File: src/hdl/pcw_cfg.svh
/* Constants of the power, clock and watchdog controller: register offsets,
   field positions, reset values and timing figures.
   Assumes a 250 MHz system clock and a byte-addressed APB bus.
// Contract
// - Active state keeps the processor running and all peripherals usable.
// - Idle: processor waits for interrupt, fast core clock slowed, all else kept.
// - Sleep stops all clocks but the slow one; wakes on interval or pin.
// - Sleep: fast core clock off, regulators at low voltage, state retained.
// - Power-down sleep: radio and most logic off; RAM, registers kept.
// - Extended power-down sleep keeps only main RAM and its control powered.
// - Deep-off powers down core, radio, regulators; wakes on pin or time.
// - Leaving deep-off forces full init but keeps exit flag and wake cause.
// - Deep-off stops internal slow oscillators and clock; external input times wake.
// - Power state changes start only from firmware, not from hardware alone.
// - Watchdog interrupts firmware after 2 s without service.
// - Watchdog resets the device after 4 s without service.
// - Firmware selects slow clock among two internal oscillators and a crystal.
// - Fast system clock comes from the 24 MHz crystal oscillator.
// - Slow external input takes 32 kHz or 32.768 kHz crystal or driven clock.
// - Debug access to flash and RAM is disabled at power-up.
// - Lockout field keeps debug memory access off and blocks raw reads.
// - Flash code fetches go through an 8 KB cache.
*/
`ifndef PCW_CFG_SVH
`define PCW_CFG_SVH
`define PCW_CLK_MHZ 250
`define PCW_WDT_IRQ_MS 2000
`define PCW_WDT_RST_MS 4000
`define PCW_WDT_W 30
`define PCW_XTAL_KHZ 24000
`define PCW_SLOW_HZ 32768
`define PCW_CACHE_KB 8
`define PCW_A_MODE 12'h000
`define PCW_A_STAT 12'h004
`define PCW_A_CLK 12'h008
`define PCW_A_WIVL 12'h00c
`define PCW_A_WDOG 12'h010
`define PCW_A_LOCK 12'h014
`define PCW_A_WAKE 12'h018
`define PCW_A_PMSK 12'h01c
`define PCW_MC_ACT 3'h0
`define PCW_MC_IDLE 3'h1
`define PCW_MC_SLP 3'h2
`define PCW_MC_PWDN 3'h3
`define PCW_MC_XPWDN 3'h4
`define PCW_MC_DOFF 3'h5
`define PCW_CLK_RST 8'h42
`define PCW_CLK_SRC 1:0
`define PCW_CLK_BYP 2
`define PCW_CLK_DIV 7:4
`define PCW_WAKE_DOFF 0
`define PCW_WAKE_PIN 1
`define PCW_WAKE_TMR 2
`endif

File: src/hdl/pcw_pkg.sv
/* Types of the power, clock and watchdog controller.
   Assumes nothing beyond a SystemVerilog compiler. */
package pcw_pkg;
  typedef enum logic [5:0] {
    PCW_ACT = 6'h01,
    PCW_IDLE = 6'h02,
    PCW_SLP = 6'h04,
    PCW_PWDN = 6'h08,
    PCW_XPWDN = 6'h10,
    PCW_DOFF = 6'h20
  } pcw_state_t;
  typedef enum logic [1:0] {
    PCW_SRC_LP = 2'h0,
    PCW_SRC_HP = 2'h1,
    PCW_SRC_EXT = 2'h2
  } pcw_src_t;
  typedef struct packed {
    logic run;
    logic wait_irq;
    logic per;
    logic hclk;
    logic xtal;
    logic lpo;
    logic rtc;
    logic lowv;
    logic radio;
    logic core;
    logic ret;
    logic ram;
  } pcw_pwr_t;
endpackage

File: src/hdl/pcw_wdt_if.sv
/* Carrier between the controller and its watchdog counter.
   Assumes both ends share CLK_I. */
`timescale 1ns/1ps
`include "pcw_cfg.svh"
interface pcw_wdt_if;
  logic run;
  logic kick;
  logic irq;
  logic rst;
  logic [`PCW_WDT_W-1:0] count;
  modport ctl (output run, output kick, input irq, input rst, input count);
  modport wdt (input run, input kick, output irq, output rst, output count);
endinterface

File: src/hdl/pcw_ctrl.sv
/* Power state, slow clock selection, wake timer, debug lockout and
   watchdog control with an APB register slave.
   Assumes oscillator, wake pin and lockout inputs are asynchronous,
   IRQ_PEND_I comes from the same clock, and the power switches obey
   the registered enables below. */
// Design decisions made here: the APB slave port and the register addresses.
`timescale 1ns/1ps
`include "pcw_cfg.svh"
module pcw_ctrl #(
  parameter int unsigned NPIN = 4,
  parameter int unsigned WDT_IRQ_CYC = `PCW_WDT_IRQ_MS * `PCW_CLK_MHZ * 1000,
  parameter int unsigned WDT_RST_CYC = `PCW_WDT_RST_MS * `PCW_CLK_MHZ * 1000
) (
  // Clock and reset
  input wire logic CLK_I,
  input wire logic SYS_RST_I,
  // APB slave
  input wire logic PSEL_I,
  input wire logic PENABLE_I,
  input wire logic PWRITE_I,
  input wire logic [11:0] PADDR_I,
  input wire logic [31:0] PWDATA_I,
  output logic [31:0] PRDATA_O,
  output logic PREADY_O,
  output logic PSLVERR_O,
  // Slow clock sources and wake events
  input wire logic LOW_CURRENT_INTERNAL_OSC_I,
  input wire logic HIGH_ACCURACY_INTERNAL_OSC_I,
  input wire logic EXTERNAL_SLOW_CRYSTAL_I,
  input wire logic [NPIN-1:0] WAKE_PIN_I,
  input wire logic IRQ_PEND_I,
  input wire logic LOCKOUT_I,
  // Processor and clocks
  output logic CPU_RUN_O,
  output logic WAIT_FOR_INTERRUPT_STATE_O,
  output logic PERIPH_EN_O,
  output logic HCLK_EN_O,
  output logic [3:0] HCLK_DIV_O,
  output logic XTAL_EN_O,
  output logic [1:0] SLOW_CLOCK_SEL_O,
  output logic EXT_BYPASS_O,
  output logic LP_OSC_EN_O,
  output logic HP_OSC_EN_O,
  output logic EXT_OSC_EN_O,
  output logic RTC_EN_O,
  output logic CACHE_EN_O,
  // Power domains
  output logic REG_LOWV_O,
  output logic RADIO_PWR_O,
  output logic CORE_PWR_O,
  output logic RET_PWR_O,
  output logic RAM_PWR_O,
  output logic FULL_INIT_O,
  // Watchdog and debug
  output logic WDT_IRQ_O,
  output logic WDT_RST_O,
  output logic DBG_MEM_EN_O,
  output logic HCI_RAW_BLOCK_O
);
  localparam int unsigned CACHE_BYTES = `PCW_CACHE_KB * 1024;

  pcw_pkg::pcw_state_t state_reg, state_next;
  pcw_pkg::pcw_pwr_t pwr_reg;
  pcw_wdt_if wif ();

  logic [2:0] mode_reg;
  logic [7:0] clk_reg;
  logic [31:0] wivl_reg;
  logic [31:0] tmr_reg;
  logic [2:0] wake_reg;
  logic [NPIN-1:0] pmsk_reg;
  logic dbg_reg;
  logic blk_reg;
  logic init_reg;
  logic [3:0] div_reg;
  logic [31:0] rdata_reg;
  logic [2:0] osc_s1_reg, osc_s2_reg;
  logic tick_prev_reg;
  logic [NPIN-1:0] pin_s1_reg, pin_s2_reg, pin_prev_reg;
  logic lock_s1_reg, lock_s2_reg;
  logic [7:0] sel;
  logic wr, rd_setup, mode_wr;
  logic [1:0] tsrc;
  logic tick, pin_evt, tmr_hit, low_pwr;
  logic [31:0] rd_word [8];

  function automatic logic [7:0] reg_dec(input logic [11:0] a);
    reg_dec = '0;
    if (a[11:5] == 7'h00 && a[1:0] == 2'h0) begin
      reg_dec[a[4:2]] = 1'b1;
    end
  endfunction

  function automatic pcw_pkg::pcw_state_t mode_state(input logic [2:0] m);
    case (m)
      `PCW_MC_IDLE: mode_state = pcw_pkg::PCW_IDLE;
      `PCW_MC_SLP: mode_state = pcw_pkg::PCW_SLP;
      `PCW_MC_PWDN: mode_state = pcw_pkg::PCW_PWDN;
      `PCW_MC_XPWDN: mode_state = pcw_pkg::PCW_XPWDN;
      `PCW_MC_DOFF: mode_state = pcw_pkg::PCW_DOFF;
      default: mode_state = pcw_pkg::PCW_ACT;
    endcase
  endfunction

  // Power and clock enables per state; the always-on pin domain is outside
  function automatic pcw_pkg::pcw_pwr_t pwr_map(input pcw_pkg::pcw_state_t s);
    pwr_map = '0;
    case (s)
      pcw_pkg::PCW_ACT: pwr_map = 12'hbef;
      pcw_pkg::PCW_IDLE: pwr_map = 12'h7ef;
      pcw_pkg::PCW_SLP: pwr_map = 12'h45f;
      pcw_pkg::PCW_PWDN: pwr_map = 12'h073;
      pcw_pkg::PCW_XPWDN: pwr_map = 12'h071;
      pcw_pkg::PCW_DOFF: pwr_map = 12'h000;
      default: pwr_map = 12'hbef;
    endcase
  endfunction

  // APB decode
  assign sel = reg_dec(PADDR_I);
  assign wr = PSEL_I && PENABLE_I && PWRITE_I && sel != 8'h00;
  assign rd_setup = PSEL_I && !PENABLE_I;
  assign mode_wr = wr && sel[0];
  assign PREADY_O = 1'b1;
  assign PSLVERR_O = PSEL_I && PENABLE_I && sel == 8'h00;
  assign PRDATA_O = rdata_reg;

  // Input synchronisers
  always_ff @(posedge CLK_I) begin
    if (SYS_RST_I) begin
      osc_s1_reg <= '0;
      osc_s2_reg <= '0;
      pin_s1_reg <= '0;
      pin_s2_reg <= '0;
      lock_s1_reg <= 1'b0;
      lock_s2_reg <= 1'b0;
    end else begin
      osc_s1_reg <= {EXTERNAL_SLOW_CRYSTAL_I, HIGH_ACCURACY_INTERNAL_OSC_I,
                     LOW_CURRENT_INTERNAL_OSC_I};
      osc_s2_reg <= osc_s1_reg;
      pin_s1_reg <= WAKE_PIN_I;
      pin_s2_reg <= pin_s1_reg;
      lock_s1_reg <= LOCKOUT_I;
      lock_s2_reg <= lock_s1_reg;
    end
  end

  // Deep-off has no internal oscillator, so the external input keeps time
  assign tsrc = state_reg == pcw_pkg::PCW_DOFF ? pcw_pkg::PCW_SRC_EXT
                                               : clk_reg[`PCW_CLK_SRC];
  assign tick = osc_s2_reg[tsrc] && !tick_prev_reg;
  assign pin_evt = |(pin_s2_reg & ~pin_prev_reg & pmsk_reg);
  assign low_pwr = !(state_reg inside {pcw_pkg::PCW_ACT, pcw_pkg::PCW_IDLE});
  assign tmr_hit = low_pwr && tick && wivl_reg != 32'h0
                   && tmr_reg == wivl_reg - 32'h1;

  always_ff @(posedge CLK_I) begin
    if (SYS_RST_I) begin
      tick_prev_reg <= 1'b0;
      pin_prev_reg <= '0;
    end else begin
      tick_prev_reg <= osc_s2_reg[tsrc];
      pin_prev_reg <= pin_s2_reg;
    end
  end

  // Wake interval timer, restarted on every entry into a low-power state
  always_ff @(posedge CLK_I) begin
    if (SYS_RST_I || !low_pwr) begin
      tmr_reg <= '0;
    end else if (tick) begin
      tmr_reg <= tmr_reg + 32'h1;
    end
  end

  // Power state machine: entries only by firmware write, exits by wake events
  always_comb begin
    state_next = state_reg;
    case (state_reg)
      pcw_pkg::PCW_ACT: begin
        if (mode_wr) begin
          state_next = mode_state(PWDATA_I[2:0]);
        end
      end
      pcw_pkg::PCW_IDLE: begin
        if (IRQ_PEND_I || pin_evt || wif.irq) begin
          state_next = pcw_pkg::PCW_ACT;
        end
      end
      pcw_pkg::PCW_SLP, pcw_pkg::PCW_PWDN, pcw_pkg::PCW_XPWDN, pcw_pkg::PCW_DOFF: begin
        if (pin_evt || tmr_hit) begin
          state_next = pcw_pkg::PCW_ACT;
        end
      end
      default: state_next = pcw_pkg::PCW_ACT;
    endcase
  end

  always_ff @(posedge CLK_I) begin
    if (SYS_RST_I) begin
      state_reg <= pcw_pkg::PCW_ACT;
      pwr_reg <= 12'hbef;
      div_reg <= 4'h1;
    end else begin
      state_reg <= state_next;
      pwr_reg <= pwr_map(state_next);
      div_reg <= state_next == pcw_pkg::PCW_IDLE ? clk_reg[`PCW_CLK_DIV] : 4'h1;
    end
  end

  // Deep-off exit flag and wake cause survive until software clears them
  always_ff @(posedge CLK_I) begin
    if (SYS_RST_I) begin
      wake_reg <= '0;
      init_reg <= 1'b0;
    end else begin
      init_reg <= state_reg == pcw_pkg::PCW_DOFF && state_next == pcw_pkg::PCW_ACT;
      if (low_pwr && state_next == pcw_pkg::PCW_ACT) begin
        wake_reg <= (wake_reg & ~(wr && sel[6] ? PWDATA_I[2:0] : 3'h0))
                    | {tmr_hit, pin_evt, state_reg == pcw_pkg::PCW_DOFF};
      end else if (wr && sel[6]) begin
        wake_reg <= wake_reg & ~PWDATA_I[2:0];
      end
    end
  end

  // Software registers
  always_ff @(posedge CLK_I) begin
    if (SYS_RST_I) begin
      mode_reg <= `PCW_MC_ACT;
      clk_reg <= `PCW_CLK_RST;
      wivl_reg <= '0;
      pmsk_reg <= '0;
    end else if (wr) begin
      if (sel[0]) begin
        mode_reg <= PWDATA_I[2:0];
      end
      if (sel[2]) begin
        clk_reg <= PWDATA_I[7:0];
      end
      if (sel[3]) begin
        wivl_reg <= PWDATA_I;
      end
      if (sel[7]) begin
        pmsk_reg <= PWDATA_I[NPIN-1:0];
      end
    end
  end

  // Debug memory access starts off and stays off while lockout is present
  always_ff @(posedge CLK_I) begin
    if (SYS_RST_I) begin
      dbg_reg <= 1'b0;
      blk_reg <= 1'b0;
    end else begin
      blk_reg <= lock_s2_reg;
      if (lock_s2_reg) begin
        dbg_reg <= 1'b0;
      end else if (wr && sel[5]) begin
        dbg_reg <= PWDATA_I[0];
      end
    end
  end

  // Read data is captured in the setup phase, valid for the access phase
  assign rd_word[0] = {29'h0, mode_reg};
  assign rd_word[1] = {24'h0, wif.irq, lock_s2_reg, state_reg};
  assign rd_word[2] = {24'h0, clk_reg};
  assign rd_word[3] = wivl_reg;
  assign rd_word[4] = {{(32 - `PCW_WDT_W){1'b0}}, wif.count};
  assign rd_word[5] = {30'h0, lock_s2_reg, dbg_reg};
  assign rd_word[6] = {29'h0, wake_reg};
  assign rd_word[7] = {{(32 - NPIN){1'b0}}, pmsk_reg};

  always_ff @(posedge CLK_I) begin
    if (SYS_RST_I) begin
      rdata_reg <= '0;
    end else if (rd_setup) begin
      rdata_reg <= '0;
      for (int i = 0; i < 8; i++) begin
        if (sel[i]) begin
          rdata_reg <= rd_word[i];
        end
      end
    end
  end

  // Watchdog runs only in the active and idle states
  assign wif.run = state_reg inside {pcw_pkg::PCW_ACT, pcw_pkg::PCW_IDLE};
  assign wif.kick = wr && sel[4] && PWDATA_I[0];

  pcw_wdt #(
    .IRQ_CYC(WDT_IRQ_CYC),
    .RST_CYC(WDT_RST_CYC)
  ) u_wdt (
    .clk_i(CLK_I),
    .rst_i(SYS_RST_I),
    .w(wif.wdt)
  );

  // Outputs
  assign CPU_RUN_O = pwr_reg.run;
  assign WAIT_FOR_INTERRUPT_STATE_O = pwr_reg.wait_irq;
  assign PERIPH_EN_O = pwr_reg.per;
  assign HCLK_EN_O = pwr_reg.hclk;
  assign HCLK_DIV_O = div_reg;
  assign XTAL_EN_O = pwr_reg.xtal;
  assign SLOW_CLOCK_SEL_O = clk_reg[`PCW_CLK_SRC];
  assign EXT_BYPASS_O = clk_reg[`PCW_CLK_BYP];
  assign LP_OSC_EN_O = pwr_reg.lpo && clk_reg[`PCW_CLK_SRC] == pcw_pkg::PCW_SRC_LP;
  assign HP_OSC_EN_O = pwr_reg.lpo && clk_reg[`PCW_CLK_SRC] == pcw_pkg::PCW_SRC_HP;
  assign EXT_OSC_EN_O = state_reg == pcw_pkg::PCW_DOFF
                        || clk_reg[`PCW_CLK_SRC] == pcw_pkg::PCW_SRC_EXT;
  assign RTC_EN_O = pwr_reg.rtc;
  assign CACHE_EN_O = pwr_reg.core && CACHE_BYTES != 0;
  assign REG_LOWV_O = pwr_reg.lowv;
  assign RADIO_PWR_O = pwr_reg.radio;
  assign CORE_PWR_O = pwr_reg.core;
  assign RET_PWR_O = pwr_reg.ret;
  assign RAM_PWR_O = pwr_reg.ram;
  assign FULL_INIT_O = init_reg;
  assign WDT_IRQ_O = wif.irq;
  assign WDT_RST_O = wif.rst;
  assign DBG_MEM_EN_O = dbg_reg;
  assign HCI_RAW_BLOCK_O = blk_reg;
endmodule // pcw_ctrl

File: src/hdl/pcw_wdt.sv
/* Two-stage watchdog counter: interrupt level, then a one-cycle reset pulse.
   Assumes kick and run come from logic on the same clock. */
`timescale 1ns/1ps
`include "pcw_cfg.svh"
module pcw_wdt #(
  parameter int unsigned IRQ_CYC = `PCW_WDT_IRQ_MS * `PCW_CLK_MHZ * 1000,
  parameter int unsigned RST_CYC = `PCW_WDT_RST_MS * `PCW_CLK_MHZ * 1000
) (
  input wire logic clk_i,
  input wire logic rst_i,
  pcw_wdt_if.wdt w
);
  localparam logic [`PCW_WDT_W-1:0] IRQ_C = `PCW_WDT_W'(IRQ_CYC);
  localparam logic [`PCW_WDT_W-1:0] RST_C = `PCW_WDT_W'(RST_CYC);
  logic [`PCW_WDT_W-1:0] cnt_reg, cnt_next;
  logic irq_reg;
  logic rst_reg;

  always_comb begin
    cnt_next = cnt_reg;
    if (w.kick) begin
      cnt_next = '0;
    end else if (w.run && cnt_reg != RST_C) begin
      cnt_next = cnt_reg + 1'b1;
    end
  end

  always_ff @(posedge clk_i) begin
    if (rst_i) begin
      cnt_reg <= '0;
      irq_reg <= 1'b0;
      rst_reg <= 1'b0;
    end else begin
      cnt_reg <= cnt_next;
      irq_reg <= cnt_next >= IRQ_C;
      rst_reg <= cnt_next == RST_C && cnt_reg != RST_C;
    end
  end

  assign w.irq = irq_reg;
  assign w.rst = rst_reg;
  assign w.count = cnt_reg;
endmodule // pcw_wdt

File: config.mk
export PLATFORM = sky130hd
export DESIGN_NAME = pcw_ctrl
export DESIGN_NICKNAME = d
export VERILOG_FILES = /design/src/hdl/pcw_pkg.sv /design/src/hdl/pcw_wdt_if.sv /design/src/hdl/pcw_ctrl.sv /design/src/hdl/pcw_wdt.sv
export VERILOG_INCLUDE_DIRS = /design/src /design/src/hdl
export SDC_FILE = /design/constraint.sdc
export NUM_CORES = 1
export LEC_CHECK = 0
export ABC_AREA = 1
export BUFFER_PORTS_ARGS = -buffer_cell sky130_fd_sc_hd__buf_2
export CAP_MARGIN = 20
export CELL_PAD_IN_SITES_DETAIL_PLACEMENT = 0
export CELL_PAD_IN_SITES_GLOBAL_PLACEMENT = 1
export CORE_MARGIN = 2
export CORE_UTILIZATION = 45
export DETAILED_ROUTE_END_ITERATION = 8
export GPL_ROUTABILITY_DRIVEN = 0
export PLACE_DENSITY_LB_ADDON = 0.3
export SLEW_MARGIN = 15
export SYNTH_ARGS = -nofsm -noshare
export SYNTH_HDL_FRONTEND = slang
export SYNTH_SLANG_ARGS = --single-unit
File: constraint.sdc
create_clock -name CLK_I -period 5.5 [get_ports CLK_I]
set_input_delay 0.275 -clock CLK_I [delete_from_list [all_inputs] [get_ports CLK_I]]
set_output_delay 0.275 -clock CLK_I [all_outputs]
set_load 0.1 [all_outputs]
### Word-level counts from Yosys, hierarchy flattened

Cells that the tools add are included.
Widths: inputs -> output; s select.

| storage, ports and cells | value |
|---|---|
| flip-flop bits (word level) | 192 |

| operators by class | value |
|---|---|
| $add $sub $neg | 3 |
| equal/unequal tests | 22 |
| reductions and logical operators | 46 |
| magnitude comparators | 4 |
| bitwise gates (word level) | 9 |
| mux-type cells | 25 |

Operators with widths:

| kind | number |
|---|---|
| $mux 32 | 7 |
| $mux 30 | 2 |
| $pmux 12 s5 | 1 |
| $add 32x1->32 const B | 1 |
| $eq 32x32->1 | 1 |
| $reduce_bool 32->1 | 1 |
| $sub 32x1->32 const B | 1 |
| $add 30x1->30 const B | 1 |
| $eq 30x30->1 const B | 1 |
| $ge 30x29->1 const B | 1 |
| $ne 30x30->1 const B | 1 |
| $pmux 6 s5 | 1 |
| $logic_and 1x1->1 | 22 |
| $mux 6 | 3 |
| $pmux 6 s3 | 1 |
| $eq 6x1->1 const B | 2 |
| $eq 6x2->1 const B | 2 |
| $eq 6x3->1 const B | 2 |
| $eq 6x4->1 const B | 2 |
| $eq 6x5->1 const B | 2 |
| $eq 6x6->1 const B | 2 |
| $mux 3 | 4 |
| $and 4x4->4 | 2 |
| $logic_not 8->1 | 1 |
| 27 further kinds | 45 |

### Depth between registers and ports, before layout

Gate-level depths: netlist of run 1.

| depth | value |
|---|---|
| word-level depth | 14 |
| gate-level depth with buffers | 21 |
| depth with buffers taken out | 21 |

### Cells and area by module

From an unflattened synthesis of run 1, not the netlist that was laid out.

| unflattened totals | value |
|---|---|
| cell total of the unflattened synthesis | 1745 |
| area, all modules | 10899.2 um^2 |

Modules (own cells, without submodules):

| module | sequential area each (um^2) | instances | area each (um^2) | cells each |
|---|---|---|---|---|
| pcw_ctrl | 3123.0 | 1 | 8201.6 | 1246 |
| pcw_wdt | 640.6 | 1 | 2697.6 | 499 |

### Least setup slack after synthesis of run 1

OpenSTA, ideal clock, no wires.

| path | value |
|---|---|
| path kind | register to output |
| from | reg pwr_reg[6] (netlist name) |
| to | out HP_OSC_EN_O |
| required time | 5225 ps |
| path buffers | 0 |
| cell stages (with the launch flop) | 3 |
| arrival time | 3121 ps |
| path slack | 2104 ps |
| cells stage by stage | dfxtp_1 > inv_1 > nor3_1 |

| on the way | value |
|---|---|
| word-level cells in the longest chain between the ends | 1 |

RTL lines:

| element | line | source |
|---|---|---|
| start, declared | pcw_ctrl.sv:63 | `pcw_pkg::pcw_pwr_t pwr_reg;` |
| start signal, assigned | pcw_ctrl.sv:206 | `pwr_reg <= pwr_map(state_next);` |
| $logic_and 1x1->1 | pcw_ctrl.sv:311 | `` assign HP_OSC_EN_O = pwr_reg.lpo && clk_reg[`PCW_CLK_SRC] == pcw_pkg::PCW_SRC_HP; `` |
| end, declared | pcw_ctrl.sv:43 | `output logic HP_OSC_EN_O,` |

Every way passes these cells.

### Final worst setup path of run 1

| path | value |
|---|---|
| from | reg state_reg[2] |
| to | reg u_wdt.rst_reg (netlist: u_wdt.w.rst) |

| on the way | value |
|---|---|
| word-level cells in the longest chain between the ends | 7 |

RTL lines:

| element | line | source |
|---|---|---|
| start, declared | pcw_ctrl.sv:62 | `pcw_pkg::pcw_state_t state_reg, state_next;` |
| start signal, assigned | pcw_ctrl.sv:201 | `state_reg <= pcw_pkg::PCW_ACT;` |
| start signal, assigned | pcw_ctrl.sv:205 | `state_reg <= state_next;` |
| $eq 6x1->1 or $eq 6x2->1 (tied branches) | pcw_ctrl.sv:289 | `assign wif.run = state_reg inside {pcw_pkg::PCW_ACT, pcw_pkg::PCW_IDLE};` |
| $reduce_bool 2->1 * | pcw_ctrl.sv:289 |  |
| $logic_and 1x1->1 * | pcw_wdt.sv:23 | `end else if (w.run && cnt_reg != RST_C) begin` |
| $mux 30 * | pcw_wdt.sv:23 |  |
| $mux 30 * | pcw_wdt.sv:21 | `if (w.kick) begin` |
| $eq 30x30->1 * | pcw_wdt.sv:36 | `rst_reg <= cnt_next == RST_C && cnt_reg != RST_C;` |
| $logic_and 1x1->1 * | pcw_wdt.sv:36 |  |
| end signal, assigned | pcw_wdt.sv:32 | `rst_reg <= 1'b0;` |
| end signal, assigned | pcw_wdt.sv:36 |  |
| end, declared | pcw_wdt.sv:17 | `logic rst_reg;` |

Mark *: on every way between the ends. The rest lies on a longest branch, timed or not.
A chain may end at the register's enable or synchronous reset.

==> results of run 1 <==
metal layers:
metal | global-route usage [%] | part of all wire (%) | vias to the layer above
met5 | 0 | 0 | -
met1 | 35.64 | 47 | 4587
met3 | 4.150 | 5.0 | 35
met2 | 41.25 | 46 | 232
met4 | 6.834 | 2.1 | 0
li1 | - | - | 5081
report_power, final:
part	switching (uW)	internal [uW]
Sequential	30.0	1390
Clock	618	653
Combinational	191	71.7
through the flow:
stage | worst slack [ns] | area [sq um]
6_report | 2.501 | 11640
5_1_grt | 2.209 | 11640
4_1_cts | 2.532 | 11610
3_5_place_dp | 2.365 | 11010
3_3_place_gp | 2.495 | 10990
2_1_floorplan | 2.104 | 10250
critical path: cells and delay by family (launching register included):
family | cells | cell delay [ns]
XOR/XNOR | 1 | 0.30
buffers and inverters | 2 | 0.52
flip-flops | 1 | 0.32
AND/OR/NAND/NOR | 13 | 1.80
area by class of cell:
cell class              count  share of cell area, %
multi-input cells        1068                  47.36
flip-flops and latches    188                  32.33
inverters                 196                  6.341
repair buffers            123                  5.717
clock buffers              17                  3.654
well taps                 285                  3.063
clock inverters            14                  1.515
diodes                      1                0.02149
worst min-delay path by stage:
stage | start | end | cells past startpoint
finish | WAKE_PIN_I[0] | pin_s1_reg[0]$_SDFF_PP0_ | 3
global route | WAKE_PIN_I[2] | pin_s1_reg[2]$_SDFF_PP0_ | 3
CTS | WAKE_PIN_I[0] | pin_s1_reg[0]$_SDFF_PP0_ | 3
detailed placement | osc_s1_reg[2]$_SDFF_PP0_ | osc_s2_reg[2]$_SDFF_PP0_ | 2
global placement | osc_s1_reg[2]$_SDFF_PP0_ | osc_s2_reg[2]$_SDFF_PP0_ | 2
floorplan | LOCKOUT_I | lock_s1_reg$_SDFF_PP0_ | 2
cell usage in the layout (no fill, tap or decap), types with 18 or more instances in the layout:
cell type	synthesis	final
a211oi_1	38	38
a21oi_1	76	76
buf_2	3	116
dfxtp_1	188	188
inv_1	185	185
nand2_1	294	293
nand3_1	48	48
nand4_1	26	26
nor2_1	249	248
nor3_1	48	47
o211ai_1	29	29
o21ai_0	68	68
xnor2_1	18	18
xor2_1	59	59
cell families after synthesis:
kind of cell | Yosys count
AO/OA/AOI/OAI | 259
buffers and inverters | 246
AND/OR/NAND/NOR | 726
other | 1
flip-flops | 188
XOR/XNOR | 78
adder cells (fa/ha/maj) | 4
==> results.sh, run 1 <==
export IMPL_outcome="complete, no violations"
export IMPL_final_antenna_net_count=0
export IMPL_cts_sinks=188
export IMPL_finalMaxSlewViolations=0
export IMPL_first_iter_violations=772
export IMPL_reg2reg_slack_ns=2.50
export IMPL_finish_utilization_pct=51.74
export IMPL_synth_fa_ha_area_share_pct=0.4881
export IMPL_syn_avg_cell_area_sq_um=6.827
export IMPL_start_kind="flip-flop"
export IMPL_startpoint="state_reg[2]$_SDFF_PP0_"
export IMPL_period_share_pct=54.54
export IMPL_dr_pass1_iters=8
export IMPL_yosysSeqAreaShare_pct=36.71
export IMPL_post_cts_buffers=0
export IMPL_syn_nets=1564
export IMPL_fin_skew_ns=0.01425
export IMPL_final_nets=1656
export IMPL_die_w_microns=155.0
export IMPL_cts_tree="done"
export IMPL_required_ns=5.87
export IMPL_fillers=2328
export IMPL_synth_ff_type="dfxtp_1"
export IMPL_worst_pin_slew_ns=0.9062
export IMPL_async_reset_ff_share_pct=0
export IMPL_hold_slack_ns=0.03530
export IMPL_syn_cell_area_sq_um=10250
export IMPL_rows=55
export IMPL_r2r_start="state_reg[2]$_SDFF_PP0_"
export IMPL_cts_buffer_depth=2
export IMPL_wirelength_microns=30520
export IMPL_fin_cells=1892
export IMPL_finalSetupTns_ns=0
export IMPL_cellPowerDensity_nw_per_um2=253.4
export IMPL_grt_pass1_wl_microns=48810
export IMPL_synthTopCellsByArea="dfxtp_1, nand2_1, nor2_1, inv_1, xor2_1"
export IMPL_synth_compound_area_share_pct=15.20
export IMPL_dp_cells=1859
export IMPL_grt_pass1_vias=9386
export IMPL_drc=0
export IMPL_track_usage_pct=25.59
export IMPL_min_period_ns=2.999
export IMPL_cpMaxStageDelayCell="inv_4"
export IMPL_synth_xor_area_share_pct=6.797
export IMPL_die_area_sq_um=24010
export IMPL_h_tree_depth=4
export IMPL_grt_setup_unrepaired="no"
export IMPL_ys_ff_latch=188
export IMPL_slew_headroom_pct=39.58
export IMPL_grt_overflow=0
export IMPL_grt_max_degree=84
export IMPL_post_drt_wl_per_cell_microns=16.13
export IMPL_path_cells="inv_1 > nand2_2 > nor2_2 > nand3_1 > nand2_2 > nand2_2 > inv_4 > nand3b_2 > nor2_1 > xor2_1 > nand2_1 > nor2_1 > nand4_1 > nor2_1 > nand4_1 > nor2_1"
export IMPL_grt_antenna_before_repair=0
export IMPL_place_port_buffers=117
export IMPL_synth_top_cell_by_area="dfxtp_1"
export IMPL_synth_top_family_by_area="simple AND/OR/NAND/NOR gates"
export IMPL_finalPower_uw=2950
export IMPL_synth_most_common_cell="nand2_1"
export IMPL_die_y_microns=155.0
export IMPL_hold_path_class="primary input to flip-flop"
export IMPL_synthTopCellsByCount="nand2_1, nor2_1, dfxtp_1"
export IMPL_drive_above_1_share_pct=13.01
export IMPL_initial_core_util_pct=45.57
export IMPL_root_buffer="clkbuf_16"
export IMPL_critPathCaptureType="flip-flop"
export IMPL_crit_type="flip-flop to flip-flop"
export IMPL_pin_count=119
export IMPL_synth_top_cell_area_share_pct=36.71
export IMPL_drv_cap=0
export IMPL_setup_violations=0
export IMPL_vias_per_cell=5.251
export IMPL_critPathCapture="u_wdt.w.rst$_SDFF_PP0_"
export IMPL_ys_warn_count=0
export IMPL_cts_resized=0
export IMPL_r2r_worst_path_cells=16
export IMPL_muxShareOfSynthArea_pct=0
export IMPL_arrival_ns=3.37
export IMPL_vdd_drop_max_uv=194.4
export IMPL_synthCells=1502
export IMPL_clk_pin_slew_ns=0.08
export IMPL_hpwl_microns=23620
export IMPL_clock_latency_ns=0.44
export IMPL_max_freq_mhz=333.4
export IMPL_hold_violations=0
export IMPL_core_area_sq_um=22500
export IMPL_worst_path_max_fanout=40
export IMPL_synth_cell_type_count=57
export IMPL_register_area_sq_um=3764
export IMPL_hold_buffers=0
export IMPL_max_stage_delay_ns=0.35
export IMPL_r2r_end="u_wdt.w.rst$_SDFF_PP0_"
export IMPL_multiInputGateArea_sq_um=5514
export IMPL_synth_edf_count=0
export IMPL_power_leakage_uw=0.004987
export IMPL_synth_simple_area_share_pct=31.15
export IMPL_syn_to_final_growth_pct=13.54
export IMPL_vias=9935
export IMPL_cts_made_buffers=17
export IMPL_cp_common_cell="nor2_1"
Power figures use the tool's default switching activity.
==> inputs of run 2 (changes only) <==
--- a/config.mk
+++ b/config.mk
@@ -12,7 +12,7 @@
 export CELL_PAD_IN_SITES_DETAIL_PLACEMENT = 0
 export CELL_PAD_IN_SITES_GLOBAL_PLACEMENT = 1
 export CORE_MARGIN = 2
-export CORE_UTILIZATION = 45
+export CORE_UTILIZATION = 38
 export DETAILED_ROUTE_END_ITERATION = 8
 export GPL_ROUTABILITY_DRIVEN = 0
 export PLACE_DENSITY_LB_ADDON = 0.3
==> constraint.sdc (replaced) <==
create_clock -name CLK_I -period 2.6 [get_ports CLK_I]
set_input_delay 0.13 -clock CLK_I [delete_from_list [all_inputs] [get_ports CLK_I]]
set_output_delay 0.13 -clock CLK_I [all_outputs]
set_load 0.1 [all_outputs]
==> results.sh, run 2 (synthesis gave the netlist of run 1 again) <==
export IMPL_outcome="complete, no violations"
export IMPL_layout_common_cells="nand2_1, nor2_1, dfxtp_1"
export IMPL_grtUsageMet2_pct=38.70
export IMPL_final_nets=1774
export IMPL_cpMaxStageDelayCell="dfxtp_4"
export IMPL_final_antenna_net_count=0
export IMPL_reg2reg_slack_ns=0.15
export IMPL_min_period_ns=2.446
export IMPL_cts_sinks=188
export IMPL_vias=10460
export IMPL_setup_violations=0
export IMPL_hold_path_class="primary input to flip-flop"
export IMPL_fin_cells=2066
export IMPL_vdd_drop_max_uv=461.1
export IMPL_cp_common_cell="nor2_1"
export IMPL_drv_cap=0
export IMPL_arrival_ns=2.82
export IMPL_post_drt_wl_per_cell_microns=16.40
export IMPL_cellPowerDensity_nw_per_um2=500.6
export IMPL_max_stage_delay_ns=0.37
export IMPL_hold_slack_ns=0.01909
export IMPL_cts_made_buffers=17
export IMPL_power_frac_clock_pct=42.5
export IMPL_grt_antenna_before_repair=0
export IMPL_grt_max_degree=105
export IMPL_finalSetupTns_ns=0
export IMPL_grt_pass1_vias=9890
export IMPL_finalMaxSlewViolations=0
export IMPL_die_area_sq_um=28310
export IMPL_hold_violations=0
export IMPL_die_w_microns=168.3
export IMPL_initial_core_util_pct=38.37
export IMPL_pre_cts_ws_ns=-0.02845
export IMPL_critPathCaptureType="flip-flop"
export IMPL_fillers=2804
export IMPL_startpoint="u_wdt.w.count[0]$_SDFF_PP0_"
export IMPL_fin_skew_ns=0.01707
export IMPL_drive_above_1_share_pct=21.68
export IMPL_num_antenna_cells=0
export IMPL_max_freq_mhz=408.8
export IMPL_grt_busiest_layer="met2"
export IMPL_grt_overflow=0
export IMPL_r2r_start="u_wdt.w.count[0]$_SDFF_PP0_"
export IMPL_die_y_microns=168.3
export IMPL_slew_headroom_pct=57.22
export IMPL_path_cells="inv_4 > ha_4 > inv_1 > nor2_1 > nand2_1 > nor2_1 > nand2_2 > nand2_4 > buf_6 > nand2_2 > nand2_2 > nand4_1 > nor2_1 > nand4_1 > nor2_2 > nand4_1 > nor2_1 > nand4_1 > nor2_1"
export IMPL_grtUsageMet1_pct=32.50
export IMPL_p_comb_share_pct=11.3
export IMPL_use_met3_pct=3.597
export IMPL_wirelength_microns=33880
export IMPL_dr_pass1_iters=5
export IMPL_cts_buffer_depth=2
export IMPL_grt_pass1_wl_microns=52620
export IMPL_root_buffer="clkbuf_16"
export IMPL_first_iter_violations=809
export IMPL_clk_pin_slew_ns=0.08
export IMPL_layout_setup_ws_ns=0.1538
export IMPL_p_switching_uw=1851
export IMPL_pin_count=119
export IMPL_r2r_worst_path_cells=19
export IMPL_worst_pin_slew_ns=0.6359
export IMPL_core_area_sq_um=26730
export IMPL_dp_cells=1991
export IMPL_syn_to_final_growth_pct=26.14
export IMPL_worst_path_max_fanout=5
export IMPL_critPathCapture="u_wdt.w.rst$_SDFF_PP0_"
export IMPL_place_port_buffers=117
export IMPL_r2r_end="u_wdt.w.rst$_SDFF_PP0_"
export IMPL_final_common_cell="nand2_1"
export IMPL_period_share_pct=94.08
export IMPL_power_leakage_uw=0.005582
export IMPL_required_ns=2.97
export IMPL_crit_type="flip-flop to flip-flop"
export IMPL_p_seq_share_pct=46.1
export IMPL_hpwl_microns=25890
export IMPL_clock_latency_ns=0.44
export IMPL_start_kind="flip-flop"
export IMPL_p_int_uw=4624
export IMPL_rows=60
export IMPL_vias_per_cell=5.061
export IMPL_cts_tree="done"
export IMPL_h_tree_depth=4
export IMPL_drc=0
export IMPL_p_sw_share_pct=28.58
export IMPL_track_usage_pct=23.63
[run 2: worst min path at each step]
stage                            startpoint                   endpoint  slack (ns)  cells past startpoint
3_3_place_gp                  WAKE_PIN_I[1]   pin_s1_reg[1]$_SDFF_PP0_        0.34                      3
3_5_place_dp   HIGH_ACCURACY_INTERNAL_OSC_I   osc_s1_reg[1]$_SDFF_PP0_        0.33                      3
5_1_grt                        PWDATA_I[19]  wivl_reg[19]$_SDFFE_PP0P_        0.03                      3
2_1_floorplan                     LOCKOUT_I     lock_s1_reg$_SDFF_PP0_        0.24                      2
6_report                        PWDATA_I[3]   pmsk_reg[3]$_SDFFE_PP0P_        0.02                      3
4_1_cts                         PWDATA_I[3]   pmsk_reg[3]$_SDFFE_PP0P_        0.01                      3
[run 2: worst max-delay path, delay by kind of cell (launching register included)]
kind / cells / cell delay, ns
flip-flops: 1 / 0.37
buffers and inverters: 3 / 0.23
AND/OR/NAND/NOR: 15 / 1.65
adder cells (fa/ha/maj): 1 / 0.12
[run 2: per-layer routing]
| metal | share of wire [%] | wire (microns) | vias to the layer above |
|---|---|---|---|
| met5 | 0 | 0 | - |
| met4 | 1.9 | 633 | 0 |
| met3 | 4.6 | 1549 | 37 |
| met2 | 47 | 15750 | 265 |
| met1 | 47 | 15940 | 4847 |
| li1 | - | - | 5307 |
[run 2: repair_timing]
item	in CTS	in global routing
hold buffers	28	0
setup endpoints to repair	5	20
pin swaps	0	18
buffers inserted	0	15
gates resized for setup	2	92
endpoints found under the hold margin	28	0
[run 2: stage by stage]
stage	util [%]	power (uW)	cell area [sq um]
finish	48.39	6474	12930
global route	48.39	6696	12930
CTS	47.02	6445	12570
detailed placement	43.70	3688	11680
global placement	43.70	3687	11680
floorplan	-	3449	10260
[run 2: power by group through the flow]
stage               Clock (uW)  Combinational (uW)  Sequential (uW)
finish                    2750                 734             2990
global route              2910                 795             2990
CTS                       2790                 676             2980
detailed placement           0                 640             3050
global placement             0                 642             3050
floorplan                    0                 361             3090
[run 2: area by class of cell]
cell class | count | area (sq um) | share of cell area, %
inverter | 196 | 745.7 | 5.766
clock buffer | 19 | 452.9 | 3.502
timing repair buffer | 241 | 1634 | 12.63
tap | 341 | 426.7 | 3.299
multi-input combinational | 1068 | 5738 | 44.36
clock inverter | 13 | 150.1 | 1.161
sequential | 188 | 3786 | 29.27
==> inputs of run 3 (changes only) <==
--- a/config.mk
+++ b/config.mk
@@ -6,15 +6,15 @@
 export SDC_FILE = /design/constraint.sdc
 export NUM_CORES = 1
 export LEC_CHECK = 0
-export ABC_AREA = 1
 export BUFFER_PORTS_ARGS = -buffer_cell sky130_fd_sc_hd__buf_2
 export CAP_MARGIN = 20
 export CELL_PAD_IN_SITES_DETAIL_PLACEMENT = 0
 export CELL_PAD_IN_SITES_GLOBAL_PLACEMENT = 1
 export CORE_MARGIN = 2
-export CORE_UTILIZATION = 38
+export CORE_UTILIZATION = 39
 export DETAILED_ROUTE_END_ITERATION = 8
 export GPL_ROUTABILITY_DRIVEN = 0
+export MAX_ROUTING_LAYER = met4
 export PLACE_DENSITY_LB_ADDON = 0.3
 export SLEW_MARGIN = 15
 export SYNTH_ARGS = -nofsm -noshare
==> results.sh, run 3 <==
export IMPL_outcome="complete, but fails checks"
export IMPL_violations="negative setup slack"
export IMPL_vias_per_cell=5.336
export IMPL_die_w_microns=163.4
export IMPL_grt_pass1_vias=9397
export IMPL_synth_top_family_by_area="simple AND/OR/NAND/NOR gates"
export IMPL_dr_pass1_iters=6
export IMPL_cts_made_buffers=17
export IMPL_hold_path_class="primary input to flip-flop"
export IMPL_max_freq_mhz=324.2
export IMPL_post_drt_wl_per_cell_microns=17.13
export IMPL_power_frac_clock_pct=45.0
export IMPL_synth_cell_type_count=83
export IMPL_hpwl_microns=23920
export IMPL_p_switching_uw=1466
export IMPL_vdd_drop_max_uv=336.4
export IMPL_fin_skew_ns=0.009682
export IMPL_first_iter_violations=771
export IMPL_initial_core_util_pct=39.57
export IMPL_grt_max_degree=59
export IMPL_cts_tree="done"
export IMPL_startpoint="wivl_reg[14]$_SDFFE_PP0P_"
export IMPL_drive_above_1_share_pct=28.57
export IMPL_fillers=2359
export IMPL_synth_simple_area_share_pct=29.33
export IMPL_required_ns=2.98
export IMPL_cts_sinks=188
export IMPL_path_cells="or4_4 > or3_4 > nor4b_4 > a31oi_1 > or4_4 > nor4_4 > buf_4 > a311o_1 > o21bai_1"
export IMPL_synth_most_common_cell="nor2_1"
export IMPL_yosysSeqAreaShare_pct=37.99
export IMPL_period_share_pct=118.6
export IMPL_num_antenna_cells=0
export IMPL_worst_path_max_fanout=6
export IMPL_vias=9978
export IMPL_max_stage_delay_ns=0.56
export IMPL_finalPower_uw=5894
export IMPL_dp_cells=1788
export IMPL_syn_to_final_growth_pct=34.62
export IMPL_finalMaxSlewViolations=0
export IMPL_synth_top_cell_area_share_pct=37.99
export IMPL_rows=58
export IMPL_slew_headroom_pct=56.06
export IMPL_synthTopCellsByCount="nor2_1, dfxtp_1, nand2_1"
export IMPL_die_area_sq_um=26690
export IMPL_synth_fa_ha_area_share_pct=0.5052
export IMPL_arrival_ns=3.46
export IMPL_grt_overflow=0
export IMPL_pin_count=119
export IMPL_start_kind="flip-flop"
export IMPL_ys_ff_latch=188
export IMPL_p_int_uw=4428
export IMPL_synth_top_cell_by_area="dfxtp_1"
export IMPL_synth_xor_area_share_pct=8.665
export IMPL_r2r_start="wivl_reg[14]$_SDFFE_PP0P_"
export IMPL_core_area_sq_um=25040
export IMPL_cp_common_cell="or4_4"
export IMPL_setup_violations=18
export IMPL_min_period_ns=3.084
export IMPL_crit_type="flip-flop to flip-flop"
export IMPL_drc=0
export IMPL_ys_warn_count=0
export IMPL_async_reset_ff_share_pct=0
export IMPL_grt_antenna_before_repair=0
export IMPL_finish_instance_area_sq_um=13340
export IMPL_synthTopCellsByArea="dfxtp_1, nor2_1, xor2_1, nand2_1, a21oi_1"
export IMPL_root_buffer="clkbuf_16"
export IMPL_fin_cells=1870
export IMPL_synth_edf_count=0
export IMPL_syn_nets=1300
export IMPL_critPathCaptureType="flip-flop"
export IMPL_synth_compound_area_share_pct=14.45
export IMPL_syn_avg_cell_area_sq_um=8.001
export IMPL_layout_common_cells="buf_4, nor2_1, dfxtp_1"
export IMPL_cellPowerDensity_nw_per_um2=442.0
export IMPL_grt_pass1_wl_microns=50090
export IMPL_clock_latency_ns=0.44
export IMPL_final_antenna_net_count=0
export IMPL_grt_setup_unrepaired="yes"
export IMPL_wirelength_microns=32040
export IMPL_track_usage_pct=24.68
export IMPL_p_sw_share_pct=24.87
export IMPL_final_nets=1589
export IMPL_syn_cell_area_sq_um=9906
export IMPL_synth_ff_type="dfxtp_1"
export IMPL_hold_start="PWDATA_I[14]"
export IMPL_hold_violations=0
export IMPL_clk_pin_slew_ns=0.07
export IMPL_synthCells=1238
export IMPL_layout_setup_ws_ns=-0.4845
export IMPL_place_port_buffers=117
export IMPL_power_leakage_uw=0.005519
export IMPL_cpMaxStageDelayCell="or4_4"
export IMPL_h_tree_depth=4
export IMPL_final_common_cell="buf_4"
export IMPL_cts_buffer_depth=2
export IMPL_worst_pin_slew_ns=0.6591
export IMPL_die_y_microns=163.4
export IMPL_dpl_cell_area_sq_um=12070
export IMPL_p_comb_share_pct=5.7
export IMPL_muxShareOfSynthArea_pct=4.092
export IMPL_drv_cap=0
export IMPL_p_seq_share_pct=49.3
run 3: cell type report:
type	count	area (sq um)	share of cell area, %
clock buffers	18	439.2	3.293
clock inverters	14	153.9	1.154
inverters	22	85.08	0.6380
multi-input cells	934	5889	44.16
flip-flops and latches	188	3767	28.25
well taps	330	412.9	3.096
repair buffers	364	2587	19.40
run 3: final timing paths:
check / cells after the start / slack, ns / to
setup / recovery: 9 / -0.48 / RTC_EN_O$_SDFF_PP1_
hold / removal: 3 / 0.02 / wivl_reg[14]$_SDFFE_PP0P_
setup reg to reg: 9 / -0.48 / RTC_EN_O$_SDFF_PP1_
hold reg to reg: 1 / 0.44 / lock_s2_reg$_SDFF_PP0_
run 3: per-stage QoR:
stage               hold slack (ns)  TNS, ns  setup WS [ns]  util (%)
floorplan                    0.2551   -6.148        -0.4954         -
global placement             0.3363   -7.298        -0.5183     48.21
detailed placement           0.3453   -7.716        -0.5525     48.21
CTS                        0.003661   -6.191        -0.4785     52.33
global route               0.002492   -8.137        -0.5777     53.26
finish                      0.01802   -6.374        -0.4845     53.26
run 3: layer usage:
layer / track usage, % / wire, microns / vias up
li1: - / - / 4927
met1: 34.43 / 15430 / 4734
met2: 36.59 / 14100 / 259
met3: 3.250 / 1556 / 58
met4: 8.689 / 951 / 0
met5: - / 0 / -
run 3: repair_timing:
action / CTS / global route
endpoints found under the setup margin: 18 / 24
gates resized for setup: 23 / 29
buffers inserted: 4 / 12
hold endpoints to repair: 37 / 1
pin swaps: 19 / 25
hold buffers: 33 / 1
run 3: power groups by stage:
| stage | Combinational, uW | Sequential (uW) | Clock [uW] |
|---|---|---|---|
| floorplan | 145 | 2980 | 0 |
| global placement | 281 | 2970 | 0 |
| detailed placement | 282 | 2970 | 0 |
| CTS | 326 | 2910 | 2700 |
| global route | 361 | 2910 | 2820 |
| finish | 335 | 2910 | 2650 |
run 3: cell families after synthesis:
kind of cell / Yosys count
AOI/OAI and AO/OA: 219
and+or+nand+nor: 575
adders and majority gates: 4
DFF: 188
other: 1
xor gates and xnor gates: 98
muxes: 37
buffers and inverters: 116
run 3: critical path, delay by kind of cell, from the launching register on:
| family | cells | cell delay, ns |
|---|---|---|
| buf+inv | 1 | 0.22 |
| compound gates | 3 | 0.45 |
| simple gates | 5 | 2.03 |
| flops | 1 | 0.32 |
